--- src/rpis_defs.svh ---
// Operation
// - two root ports, functions 0 and 1 of device 23, forward secondary INTx upstream
// - every downstream INTx assertion is relayed upstream after per-port remapping
// - port 0 forwards lines unchanged, A to A through D to D
// - port 1 rotates lines by one: A to B, B to C, C to D, D to A
// - remapping is fixed in hardware with no software control
// - port-own interrupts bypass remapping and use the agent routing selection
`ifndef RPIS_DEFS_SVH
`define RPIS_DEFS_SVH
`define RPIS_NUM_PORTS   2
`define RPIS_NUM_LINES   4
`define RPIS_DEVICE_NUM  5'h17
`define RPIS_PORT0_ROT   2'h0
`define RPIS_PORT1_ROT   2'h1
`define RPIS_OWN_SEL_RST 2'h0
`define RPIS_LATENCY     3
`endif

--- src/rpis_pkg.sv ---
package rpis_pkg;
   typedef logic [3:0] rpis_lines_type;
   typedef enum logic [1:0] {
      RPIS_INTA = 2'h0,
      RPIS_INTB = 2'h1,
      RPIS_INTC = 2'h2,
      RPIS_INTD = 2'h3
   } rpis_line_type;
endpackage : rpis_pkg

--- src/rpis_swizzle.sv ---
`timescale 1ns/1ns
`include "rpis_defs.svh"
module rpis_swizzle (
   input  wire logic       CLK,
   input  wire logic       RST,
   input  wire logic [3:0] P0_DOWN_INT,
   input  wire logic [3:0] P1_DOWN_INT,
   input  wire logic       P0_OWN_INT,
   input  wire logic       P1_OWN_INT,
   input  wire logic [1:0] OWN_LINE_SEL,
   output logic      [3:0] UP_INT,
   output logic      [4:0] DEVICE_NUM,
   output logic      [1:0] P0_FUNC_NUM,
   output logic      [1:0] P1_FUNC_NUM
);
   // rotate a line vector upward by rot positions; constant rot only
   function automatic rpis_pkg::rpis_lines_type rot_lines(input rpis_pkg::rpis_lines_type v,
                                                           input logic [1:0] rot);
      rpis_pkg::rpis_lines_type r;
      r = v;
      for (int i = 0; i < 4; i++) begin
         r[(i + int'(rot)) % 4] = v[i];
      end
      return r;
   endfunction : rot_lines

   function automatic rpis_pkg::rpis_lines_type one_hot(input logic [1:0] sel);
      rpis_pkg::rpis_lines_type r;
      r = 4'h0;
      r[sel] = 1'b1;
      return r;
   endfunction : one_hot

   // pin inputs pass two flops; stage one is read only by stage two
   logic [3:0] p0_meta;
   logic [3:0] p0_sync;
   logic [3:0] p1_meta;
   logic [3:0] p1_sync;
   logic [1:0] own_meta;
   logic [1:0] own_sync;
   logic [1:0] sel_meta;
   logic [1:0] sel_sync;

   always_ff @(posedge CLK) begin
      if (RST) begin
         p0_meta  <= 4'h0;
         p0_sync  <= 4'h0;
         p1_meta  <= 4'h0;
         p1_sync  <= 4'h0;
         own_meta <= 2'h0;
         own_sync <= 2'h0;
         sel_meta <= `RPIS_OWN_SEL_RST;
         sel_sync <= `RPIS_OWN_SEL_RST;
      end else begin
         p0_meta  <= P0_DOWN_INT;
         p0_sync  <= p0_meta;
         p1_meta  <= P1_DOWN_INT;
         p1_sync  <= p1_meta;
         own_meta <= {P1_OWN_INT, P0_OWN_INT};
         own_sync <= own_meta;
         sel_meta <= OWN_LINE_SEL;
         sel_sync <= sel_meta;
      end
   end

   // rotations are constants, no register can reach them
   wire [3:0] p0_mapped = rot_lines(p0_sync, `RPIS_PORT0_ROT);
   wire [3:0] p1_mapped = rot_lines(p1_sync, `RPIS_PORT1_ROT);
   wire [3:0] own_lines = (|own_sync) ? one_hot(sel_sync) : 4'h0;
   // wired-or sharing: line drops only when all sources have dropped
   wire [3:0] next_up   = p0_mapped | p1_mapped | own_lines;

   always_ff @(posedge CLK) begin
      if (RST) begin
         UP_INT <= 4'h0;
      end else begin
         UP_INT <= next_up;
      end
   end

   // identity of the two bridge functions
   assign DEVICE_NUM  = `RPIS_DEVICE_NUM;
   assign P0_FUNC_NUM = 2'h0;
   assign P1_FUNC_NUM = 2'h1;

   // expected line of every source, taken from the mapping table rather than the datapath
   function automatic logic line_has_src(input rpis_pkg::rpis_lines_type p0,
                                         input rpis_pkg::rpis_lines_type p1,
                                         input logic [1:0]               own,
                                         input logic [1:0]               sel,
                                         input int                       j);
      logic hit;
      hit = p0[j] | p1[(j + 3) % 4];
      if ((|own) && (int'(sel) == j)) begin
         hit = 1'b1;
      end
      return hit;
   endfunction : line_has_src

   // one block of checks per upstream line
   genvar j;
   generate
      for (j = 0; j < 4; j++) begin : g_line_chk

      end
   endgenerate
endmodule : rpis_swizzle

--- config.mk ---
export PLATFORM = sky130hd
export DESIGN_NAME = rpis_swizzle
export DESIGN_NICKNAME = d
export VERILOG_FILES = /design/src/rpis_pkg.sv /design/src/rpis_swizzle.sv
export VERILOG_INCLUDE_DIRS = /design/src /design/src/src
export SDC_FILE = /design/constraint.sdc
export NUM_CORES = 1
export LEC_CHECK = 0
export ABC_AREA = 1
export BUFFER_PORTS_ARGS = -buffer_cell sky130_fd_sc_hd__buf_2
export CAP_MARGIN = 30
export CORE_MARGIN = 2
export CORE_UTILIZATION = 52
export DETAILED_ROUTE_END_ITERATION = 10
export PLACE_DENSITY = 0.89
export SYNTH_ARGS = -nofsm -noshare
export SYNTH_HDL_FRONTEND = slang
export SYNTH_SLANG_ARGS = --single-unit
--- constraint.sdc ---
create_clock -name CLK -period 2.1 [get_ports CLK]
set_input_delay 0.42 -clock CLK [delete_from_list [all_inputs] [get_ports CLK]]
set_output_delay 0.42 -clock CLK [all_outputs]
set_load 0.02 [all_outputs]
Word-level counts from Yosys, hierarchy flattened
Cells that the tools add are included.
W data, S select, Z words.
{ "classes": {"order_cmp": 2, "mux": 3, "n_bitwise": 2, "reduce_logical": 2} }
{ "ops": {"columns": ["op", "count"], "rows": [
  ["$or A4 B4 Y4", 2],
  ["$mux W4", 1],
  ["$lt A2 B3 Y1 const B", 1],
  ["$demux W1 S2", 1],
  ["$ge A2 B1 Y1 const B", 1],
  ["$reduce_or A2 Y1", 1],
  ["$logic_and A1 B1 Y1", 1],
  ["$mux W1", 1]
]} }
{ "word_totals": {"regBits": 28, "inputBits": 14, "out_inout_bits": 13, "wordCells": 18} }

Logic depth before layout (Yosys ltp)
Gate-level depths: netlist (run 1).
{ "logic_depth": {"ltp_word": 6, "ltp_mapped": 4, "depth_no_buf": 4} }

Least setup slack after synthesis (run 1)
No wires, ideal clock.
{ "synth_path": {"kind": "register to output", "from": "reg UP_INT[0]", "to": "out UP_INT[0]", "arrival_ns": 0.395, "required_ns": 1.680, "path_slack_ns": 1.285, "path_stages_with_launch": 1, "n_path_buf": 0, "cell_sequence": "dfxtp_1"} }
{ "synth_lines": {"columns": ["element", "line_no", "source"], "rows": [
  ["start: declaration", "rpis_swizzle.sv:11", "output logic [3:0] UP_INT,"],
  ["start signal: assignment", "rpis_swizzle.sv:77", "UP_INT <= next_up;"]
]} }
No word-level cell between the ends.

Worst setup path after layout (run 1)
{ "layout_path": {"from": "reg UP_INT[2]", "to": "out UP_INT[2]"} }
No word-level cell between the ends.

==> results of run 1 <==
==> synthesized netlist by cell type (all sizes together) <==
library cell | n | share of area, %
a21oi | 4 | 2.1
buf | 12 | 11
conb | 2 | 0.80
dfxtp | 28 | 60
inv | 29 | 12
nand2 | 6 | 2.4
nor2 | 31 | 13
==> power groups by stage <==
stage	clock network (W)	logic [W]	registers (W)
after floorplan	0	0.0000625	0.000581
after CTS	0.000258	0.0000705	0.000564
after global placement	0	0.0000673	0.000575
after global routing	0.000271	0.0000807	0.000566
final	0.000250	0.0000704	0.000564
after detailed placement	0	0.0000700	0.000576
==> final timing paths <==
| check | endpoint | slack, ps |
|---|---|---|
| worst max register to register | UP_INT[2] | 1310 |
| worst min-delay path | sel_meta[0] | 280 |
| worst max-delay path | UP_INT[2] | 880 |
| worst min register to register | sel_sync[0] | 410 |
==> state kept, by name, indices dropped and copies added, names as in the netlist <==
| register | cells |
|---|---|
| UP_INT | 4 |
| own_meta | 2 |
| own_sync | 2 |
| p0_mapped | 4 |
| p0_meta | 4 |
| p1_meta | 4 |
| p1_sync | 4 |
| sel_meta | 2 |
| sel_sync | 2 |
==> kinds of logic (layout without fill, tap and decap cells) <==
kind of cell / Yosys count / count (layout) / synth area share, %
buffers and inverters: 41 / 50 / 22.4
AND/OR/NAND/NOR: 37 / 37 / 15.0
flip-flops: 28 / 28 / 59.7
other: 2 / 9 / 0.799
AO/OA/AOI/OAI: 4 / 4 / 2.13
==> routing by layer <==
| metal | vias to the layer above | part of all wire (%) | track usage, % |
|---|---|---|---|
| met4 | 0 | 2.6 | 6.86 |
| li1 | 319 | - | - |
| met2 | 22 | 46 | 21.1 |
| met5 | - | 0 | 0 |
| met1 | 248 | 41 | 12.3 |
| met3 | 5 | 9.5 | 5.88 |
==> area by class of cell <==
cell class	count	area (um^2)	share of cell area, %
Sequential cell	28	561	55.1
Tap cell	25	31.3	3.08
Multi-Input combinational cell	50	195	19.2
Inverter	29	109	10.7
Clock buffer	4	36.3	3.57
Timing Repair Buffer	17	85.1	8.36
==> through the flow <==
stage	hold slack, ps	total power, W
CTS	268	0.000892
global route	281	0.000919
finish	282	0.000884
global placement	390	0.000642
detailed placement	395	0.000646
floorplan	388	0.000643
==> results.json, run 1 <==
{
  "ant_nets": 0,
  "critPathKind": "flop to output port",
  "min_period_ps": 1220,
  "combinationalPowerShare_pct": 8.0,
  "num_rows": 15,
  "max_freq_mhz": 821,
  "r2r_start": "sel_sync[1]",
  "finalWorstSetupSlack_ps": 882,
  "cts_setup_buffers": 0,
  "netlist-cell-type-count": 9,
  "die_h_um": 46.5,
  "grt_setup_unrepaired": "no",
  "crit_cells": 1,
  "cts_tree": "yes",
  "grt_max_degree": 29,
  "finClkSkew_ps": 2.26,
  "cp_top_family": "flip-flops",
  "crit_path_max_incr_delay_ps": 330,
  "worstPathMaxFanout": 1,
  "gp_congestion": 0.673,
  "p_per_area_nw_per_um2": 869,
  "grt_pass1_vias": 488,
  "nets": 143,
  "cp-end-kind": "output port",
  "antenna_found_initial": 0,
  "hpwl_um": 770,
  "whs_path_depth": 3,
  "power_leakage_nw": 0.543,
  "peakVddDrop_mv": 0.600,
  "final_cell_mix": "nor2_1 (30), inv_1 (29), dfxtp_1 (28)",
  "io_buffers": 17,
  "dp_worst_setup_slack_ps": 1050,
  "nFillCells": 146,
  "pwr-share-clk_pct": 28.3,
  "slowest_stage": "dfxtp_1",
  "yosys_warnings": 0,
  "layout.cells.non_filler": 153,
  "internal_power_w": 0.000686,
  "hp-class": "primary input to flop",
  "io_pins": 27,
  "gr-total-overflow": 0,
  "area_delta_synth_final_pct": 8.26,
  "cp_cell_sequence": "buf_2",
  "clk_pin_slew_worst_paths_ps": 130,
  "drt_iter0_drc": 9,
  "mostFrequentLayoutCell": "nor2_1",
  "setup_viol": 0,
  "ys_ff_latch": 28,
  "fin_setup_tns_ps": 0,
  "cts.sinks": 28,
  "finalHoldViolations": 0,
  "utilization_pct": 59.6,
  "htreeDepth": 1,
  "via_count": 594,
  "netSwitchingFraction_pct": 22.3,
  "root_buffer": "clkbuf_4",
  "fp.coreArea_um2": 1710,
  "p_seq_share_pct": 63.8,
  "clkLatencyLatePin_ps": 320,
  "cts_buffers": 3,
  "reg2reg_depth": 4,
  "vias_per_cell": 3.88,
  "maxSlewViolCount": 0,
  "critPathLaunchType": "flop",
  "syn_area_per_cell_um2": 8.39,
  "cts.repair.resized": 0,
  "min_period_over_period_pct": 58.0,
  "firstDrtPassIters": 4,
  "postCtsHoldBufs": 0,
  "synthCells": 112,
  "grt_usage_pct": 12.4,
  "min_from": "OWN_LINE_SEL[0]",
  "drive_gt1_share_pct": 17.2,
  "setup.worst_path.start": "UP_INT[2]",
  "ys_seq_area_share_pct": 59.7,
  "critPathRequiredTime_ps": 1680,
  "start_util_pct": 55.0,
  "fp.dieArea_um2": 2160,
  "crit_arrival_ps": 800,
  "insertedDiodeCount": 0,
  "syn_area_um2": 940,
  "path_buf_inv": 1,
  "dpl_cell_area_um2": 981,
  "status": "completed",
  "dp.cells": 149,
  "drc": 0,
  "clockBufferDepth": 2,
  "die_w_um": 46.5,
  "maxCapViolations": 0,
  "final_cell_area_um2": 1020,
  "wl_um": 1120,
  "routedWlPerCell_um": 7.30,
  "grt_pass1_wl_um": 1790,
  "switchingPower_w": 0.000198
}
Note: power is estimated with default switching activity, not from simulation.
==> run 2, diff against run 1 <==
--- a/config.mk
+++ b/config.mk
@@ -6,13 +6,13 @@
 export SDC_FILE = /design/constraint.sdc
 export NUM_CORES = 1
 export LEC_CHECK = 0
-export ABC_AREA = 1
+export ABC_AREA = 0
 export BUFFER_PORTS_ARGS = -buffer_cell sky130_fd_sc_hd__buf_2
 export CAP_MARGIN = 30
 export CORE_MARGIN = 2
-export CORE_UTILIZATION = 52
+export CORE_UTILIZATION = 47
 export DETAILED_ROUTE_END_ITERATION = 10
-export PLACE_DENSITY = 0.89
+export PLACE_DENSITY = 0.83
 export SYNTH_ARGS = -nofsm -noshare
 export SYNTH_HDL_FRONTEND = slang
 export SYNTH_SLANG_ARGS = --single-unit
==> constraint.sdc (replaced) <==
create_clock -name CLK -period 1.22 [get_ports CLK]
set_input_delay 0.244 -clock CLK [delete_from_list [all_inputs] [get_ports CLK]]
set_output_delay 0.244 -clock CLK [all_outputs]
set_load 0.02 [all_outputs]
==> results.json, run 2 <==
{
  "gr-total-overflow": 0,
  "synth_area_leaders": "dfxtp_1 (65%), nor2b_1 (17%), buf_4 (7.8%)",
  "gp_congestion": 0.649,
  "postCtsHoldBufs": 0,
  "finalHoldViolations": 0,
  "vias_per_cell": 3.94,
  "antenna_found_initial": 0,
  "routedWlPerCell_um": 7.90,
  "critPathLaunchType": "flop",
  "syn_area_um2": 862,
  "internal_power_w": 0.00112,
  "cts.repair.resized": 0,
  "drc": 0,
  "min_period_ps": 1030,
  "nets": 108,
  "ys_ff_latch": 28,
  "power_leakage_nw": 0.419,
  "slowest_stage": "dfxtp_1",
  "max_freq_mhz": 967,
  "ant_nets": 0,
  "io_pins": 27,
  "synth_commonest_cells": "dfxtp_1 (28), nor2b_1 (24), buf_4 (9), a311oi_1 (4), nor2_1 (4)",
  "cp-end-kind": "flop",
  "hpwl_um": 674,
  "crit_arrival_ps": 1220,
  "grt_pass1_wl_um": 1430,
  "switchingPower_w": 0.000294,
  "setup_viol": 0,
  "firstDrtPassIters": 2,
  "cts_buffers": 3,
  "synth-edff-count": 0,
  "layout.cells.non_filler": 117,
  "yosys_warnings": 0,
  "num_rows": 15,
  "die_w_um": 46.8,
  "cp_top_family": "flip-flops",
  "dp.cells": 114,
  "critPathKind": "flop to flop",
  "min_period_over_period_pct": 84.8,
  "synth-main-ff-cell": "dfxtp_1",
  "path_buf_inv": 0,
  "p_seq_share_pct": 68.5,
  "area_delta_synth_final_pct": 10.2,
  "crit_path_max_incr_delay_ps": 320,
  "final_cell_mix": "dfxtp_1 (28), nor2b_1 (24), buf_2 (17)",
  "io_buffers": 17,
  "p_per_area_nw_per_um2": 1490,
  "mostFrequentLayoutCell": "dfxtp_1",
  "critPathRequiredTime_ps": 1410,
  "clockBufferDepth": 2,
  "fp.coreArea_um2": 1730,
  "pwr-share-clk_pct": 23.5,
  "worstPathMaxFanout": 4,
  "synthCells": 76,
  "wl_um": 924,
  "hp-class": "primary input to flop",
  "grt_pass1_vias": 376,
  "via_count": 461,
  "synth_top_area_share_pct": 65.0,
  "insertedDiodeCount": 0,
  "nFillCells": 152,
  "yosys.area.top_type": "dfxtp_1",
  "grt_max_degree": 29,
  "grt_usage_pct": 9.47,
  "root_buffer": "clkbuf_4",
  "netlist-cell-type-count": 9,
  "grt_setup_unrepaired": "no",
  "ys_seq_area_share_pct": 65.0,
  "synth.most_common_cell": "dfxtp_1",
  "start_util_pct": 49.9,
  "fp.dieArea_um2": 2190,
  "maxSlewViolCount": 0,
  "power.total_w": 0.00142,
  "cts_tree": "yes",
  "peakVddDrop_mv": 0.980,
  "cp_cell_sequence": "or2_4 > a311oi_1 > nor2_1",
  "netSwitchingFraction_pct": 20.8,
  "maxCapViolations": 0,
  "clkLatencyLatePin_ps": 300,
  "synth_async_sr_flop_share_pct": 0,
  "cts_setup_buffers": 0,
  "drt_iter0_drc": 1,
  "status": "completed",
  "syn_area_per_cell_um2": 11.3,
  "die_h_um": 46.8,
  "combinationalPowerShare_pct": 8.0,
  "finClkSkew_ps": 2.23,
  "clk_pin_slew_worst_paths_ps": 120,
  "htreeDepth": 1,
  "drive_gt1_share_pct": 22.8,
  "cts.sinks": 28,
  "fin_setup_tns_ps": 0
}
==> run 2: changes by cell type after synthesis, moves of 4 or more <==
cell / delta
nor2b_1: +24
nor2_1: -26
nand2_1: -6
a311oi_1: +4
a21oi_1: -4
inv_1: -27
==> run 2: area by class of cell <==
cell class | count | area (um^2) | area share [%]
multi-input cells | 42 | 243 | 25.6
well taps | 25 | 31.3 | 3.29
flip-flops and latches | 28 | 561 | 59.0
clock buffers | 3 | 22.5 | 2.37
repair buffers | 17 | 85.1 | 8.96
inverters | 2 | 7.51 | 0.791
==> run 2: stage by stage <==
| step | util [%] | setup WS (ps) | area, um^2 | hold WS [ps] |
|---|---|---|---|---|
| global route | 55.0 | 142 | 950 | 131 |
| global placement | 53.7 | 240 | 927 | 420 |
| finish | 55.0 | 186 | 950 | 139 |
| CTS | 55.0 | 170 | 950 | 129 |
| floorplan | - | 280 | 888 | 316 |
| detailed placement | 53.7 | 189 | 927 | 423 |
==> run 2: cell families (layout without fill, tap and decap cells) <==
family / Yosys count / in the layout / synth area share [%]
simple gates: 29 / 29 / 20.2
flops: 28 / 28 / 65.0
buf+inv: 13 / 22 / 9.87
compound gates: 4 / 4 / 4.06
other cells: 2 / 9 / 0.871
==> run 2: final timing paths <==
check          endpoint  slack, ps            from  cells after the start
max           UP_INT[2]        190     own_sync[1]                      3
max reg2reg   UP_INT[2]        190     own_sync[1]                      3
min          p0_meta[2]        140  P0_DOWN_INT[2]                      2
min reg2reg  p1_sync[0]        450      p1_meta[0]                      1
==> run 2: power by group through the flow <==
stage                     sequential, W  clock [W]  combinational, W
after floorplan                0.000997          0         0.0000938
after CTS                      0.000969   0.000346          0.000115
after detailed placement       0.000990          0          0.000114
after global placement         0.000989          0          0.000111
after global routing           0.000973   0.000377          0.000128
final                          0.000969   0.000332          0.000114
==> run 2: metal layers <==
metal | part of all wire (%) | track usage, % | wire length [um]
met5 | 0 | 0 | 0
met4 | 0 | 5.00 | 0
met3 | 8.8 | 3.46 | 81
met2 | 47 | 15.1 | 437
met1 | 44 | 11.2 | 405
==> run 3, diff against run 2 <==
--- a/config.mk
+++ b/config.mk
@@ -6,13 +6,14 @@
 export SDC_FILE = /design/constraint.sdc
 export NUM_CORES = 1
 export LEC_CHECK = 0
-export ABC_AREA = 0
+export ABC_AREA = 1
 export BUFFER_PORTS_ARGS = -buffer_cell sky130_fd_sc_hd__buf_2
 export CAP_MARGIN = 30
+export CORE_ASPECT_RATIO = 1.5
 export CORE_MARGIN = 2
-export CORE_UTILIZATION = 47
+export CORE_UTILIZATION = 48
 export DETAILED_ROUTE_END_ITERATION = 10
-export PLACE_DENSITY = 0.83
+export PLACE_DENSITY = 0.84
 export SYNTH_ARGS = -nofsm -noshare
 export SYNTH_HDL_FRONTEND = slang
 export SYNTH_SLANG_ARGS = --single-unit
==> constraint.sdc (replaced) <==
create_clock -name CLK -period 1 [get_ports CLK]
set_input_delay 0.2 -clock CLK [delete_from_list [all_inputs] [get_ports CLK]]
set_output_delay 0.2 -clock CLK [all_outputs]
set_load 0.02 [all_outputs]
==> results.json, run 3 (same netlist as run 1, synthesis figures left out) <==
{
  "status": "completed",
  "p_seq_share_pct": 58.0,
  "fin_setup_tns_ps": 0,
  "pwr-share-clk_pct": 34.4,
  "max_freq_mhz": 1020,
  "start_util_pct": 51.3,
  "critPathRequiredTime_ps": 800,
  "wl_um": 976,
  "p_per_area_nw_per_um2": 1930,
  "cts_tree": "yes",
  "drc": 0,
  "root_buffer": "clkbuf_4",
  "reg2reg_depth": 4,
  "gr-total-overflow": 0,
  "switchingPower_w": 0.000410,
  "r2r_start": "sel_sync[1]",
  "finClkSkew_ps": 8.15,
  "postCtsHoldBufs": 0,
  "multi_input_area_um2": 195,
  "clockBufferDepth": 2,
  "critPathLaunchType": "flop",
  "path_buf_inv": 1,
  "insertedDiodeCount": 0,
  "fp.coreArea_um2": 1830,
  "die_h_um": 58.2,
  "cts_buffers": 3,
  "hpwl_um": 722,
  "ant_nets": 0,
  "vias_per_cell": 3.87,
  "nFillCells": 166,
  "cts.sinks": 28,
  "crit_arrival_ps": 780,
  "min_period_ps": 976,
  "antenna_found_initial": 0,
  "htreeDepth": 1,
  "fin_hold_ws_ps": 66.4,
  "via_count": 576,
  "r2r-end": "UP_INT[2]",
  "min_from": "P1_DOWN_INT[1]",
  "io_buffers": 17,
  "combinationalPowerShare_pct": 7.6,
  "maxSlewViolCount": 0,
  "internal_power_w": 0.00164,
  "cp_top_family": "flip-flops",
  "grt_max_degree": 29,
  "power_leakage_nw": 0.556,
  "firstDrtPassIters": 4,
  "cp_cell_sequence": "buf_6",
  "netSwitchingFraction_pct": 20.0,
  "setup_viol": 0,
  "finalHoldViolations": 0,
  "io_pins": 27,
  "layout.cells.non_filler": 149,
  "num_rows": 19,
  "grt_pass1_wl_um": 1550,
  "routedWlPerCell_um": 6.55,
  "whs_path_depth": 3,
  "cts_setup_buffers": 0,
  "worstPathMaxFanout": 1,
  "final-seq-area_um2": 566,
  "dp.cells": 145,
  "regToRegSetupSlack_ps": 250,
  "mostFrequentLayoutCell": "nor2_1",
  "hp-class": "primary input to flop",
  "peakVddDrop_mv": 0.964,
  "final_cell_mix": "nor2_1 (30), inv_1 (29), dfxtp_1 (24)",
  "min_period_over_period_pct": 97.6,
  "maxCapViolations": 0,
  "fp.dieArea_um2": 2330,
  "min_to": "p1_meta[1]",
  "gp_congestion": 0.657,
  "drt_iter0_drc": 4,
  "die_w_um": 40.1,
  "drive_gt1_share_pct": 20.3,
  "grt_pass1_vias": 436,
  "grt_setup_unrepaired": "yes",
  "cp-end-kind": "output port",
  "critPathKind": "flop to output port",
  "crit_path_max_incr_delay_ps": 340,
  "area_delta_synth_final_pct": 12.7,
  "cts.repair.resized": 2,
  "slowest_stage": "dfxtp_2",
  "clkLatencyLatePin_ps": 310,
  "clk_pin_slew_worst_paths_ps": 140,
  "nets": 143,
  "grt_usage_pct": 9.78
}
run 3: cell count changes in the layout (fill, tap and decap cells not counted), sizes merged:
cell / previous run / this run
a311oi: 4 / 0
a21oi: 0 / 4
inv: 2 / 29
or2: 1 / 0
nor2: 4 / 31
nor2b: 24 / 0
bufinv: 0 / 1
nand2: 0 / 6
run 3: layer usage:
metal | up-vias | share of wire (%) | track usage (%)
met5 | - | 0 | 0
met4 | 0 | 2.8 | 10.3
met1 | 239 | 42 | 10.1
met2 | 15 | 51 | 15.2
met3 | 2 | 4.1 | 1.15
li1 | 320 | - | -
run 3: power by group through the flow:
stage / sequential [W] / combinational [W] / clock, W
2_1_floorplan: 0.00122 / 0.000131 / 0
3_3_place_gp: 0.00121 / 0.000142 / 0
3_5_place_dp: 0.00121 / 0.000145 / 0
4_1_cts: 0.00118 / 0.000148 / 0.000717
5_1_grt: 0.00119 / 0.000177 / 0.000760
6_report: 0.00119 / 0.000155 / 0.000704
run 3: final cells by class:
type / count / area share (%)
clock buffers: 3 / 2.13
clock inverters: 1 / 2.84
multi-input cells: 50 / 18.4
well taps: 21 / 2.48
flip-flops and latches: 28 / 53.4
inverters: 29 / 10.3
repair buffers: 17 / 10.4
run 3: worst register-to-register path, delay by kind of cell (launching register included):
family | cells | cell delay (ps)
DFF | 1 | 390
and+or+nand+nor | 2 | 130
AOI/OAI and AO/OA | 1 | 110
buffers and inverters | 1 | 50
run 3: worst max path at each step:
stage	from	end	slack, ps	depth (start not counted)
after floorplan	sel_sync[0]	UP_INT[1]	340	4
after global placement	RST	own_meta[0]	210	2
after detailed placement	RST	p1_meta[2]	180	2
after CTS	UP_INT[3]	UP_INT[3]	0.1	1
after global routing	UP_INT[0]	UP_INT[0]	-20	1
final	UP_INT[3]	UP_INT[3]	20	1
run 3: through the flow:
| stage | util (%) | setup slack, ps | instance area, um^2 | total power (W) |
|---|---|---|---|---|
| 2_1_floorplan | - | 341 | 966 | 0.00135 |
| 3_3_place_gp | 53.3 | 211 | 976 | 0.00135 |
| 3_5_place_dp | 53.3 | 179 | 976 | 0.00136 |
| 4_1_cts | 56.5 | 0.103 | 1030 | 0.00205 |
| 5_1_grt | 57.8 | -15.4 | 1060 | 0.00213 |
| 6_report | 57.8 | 23.6 | 1060 | 0.00205 |
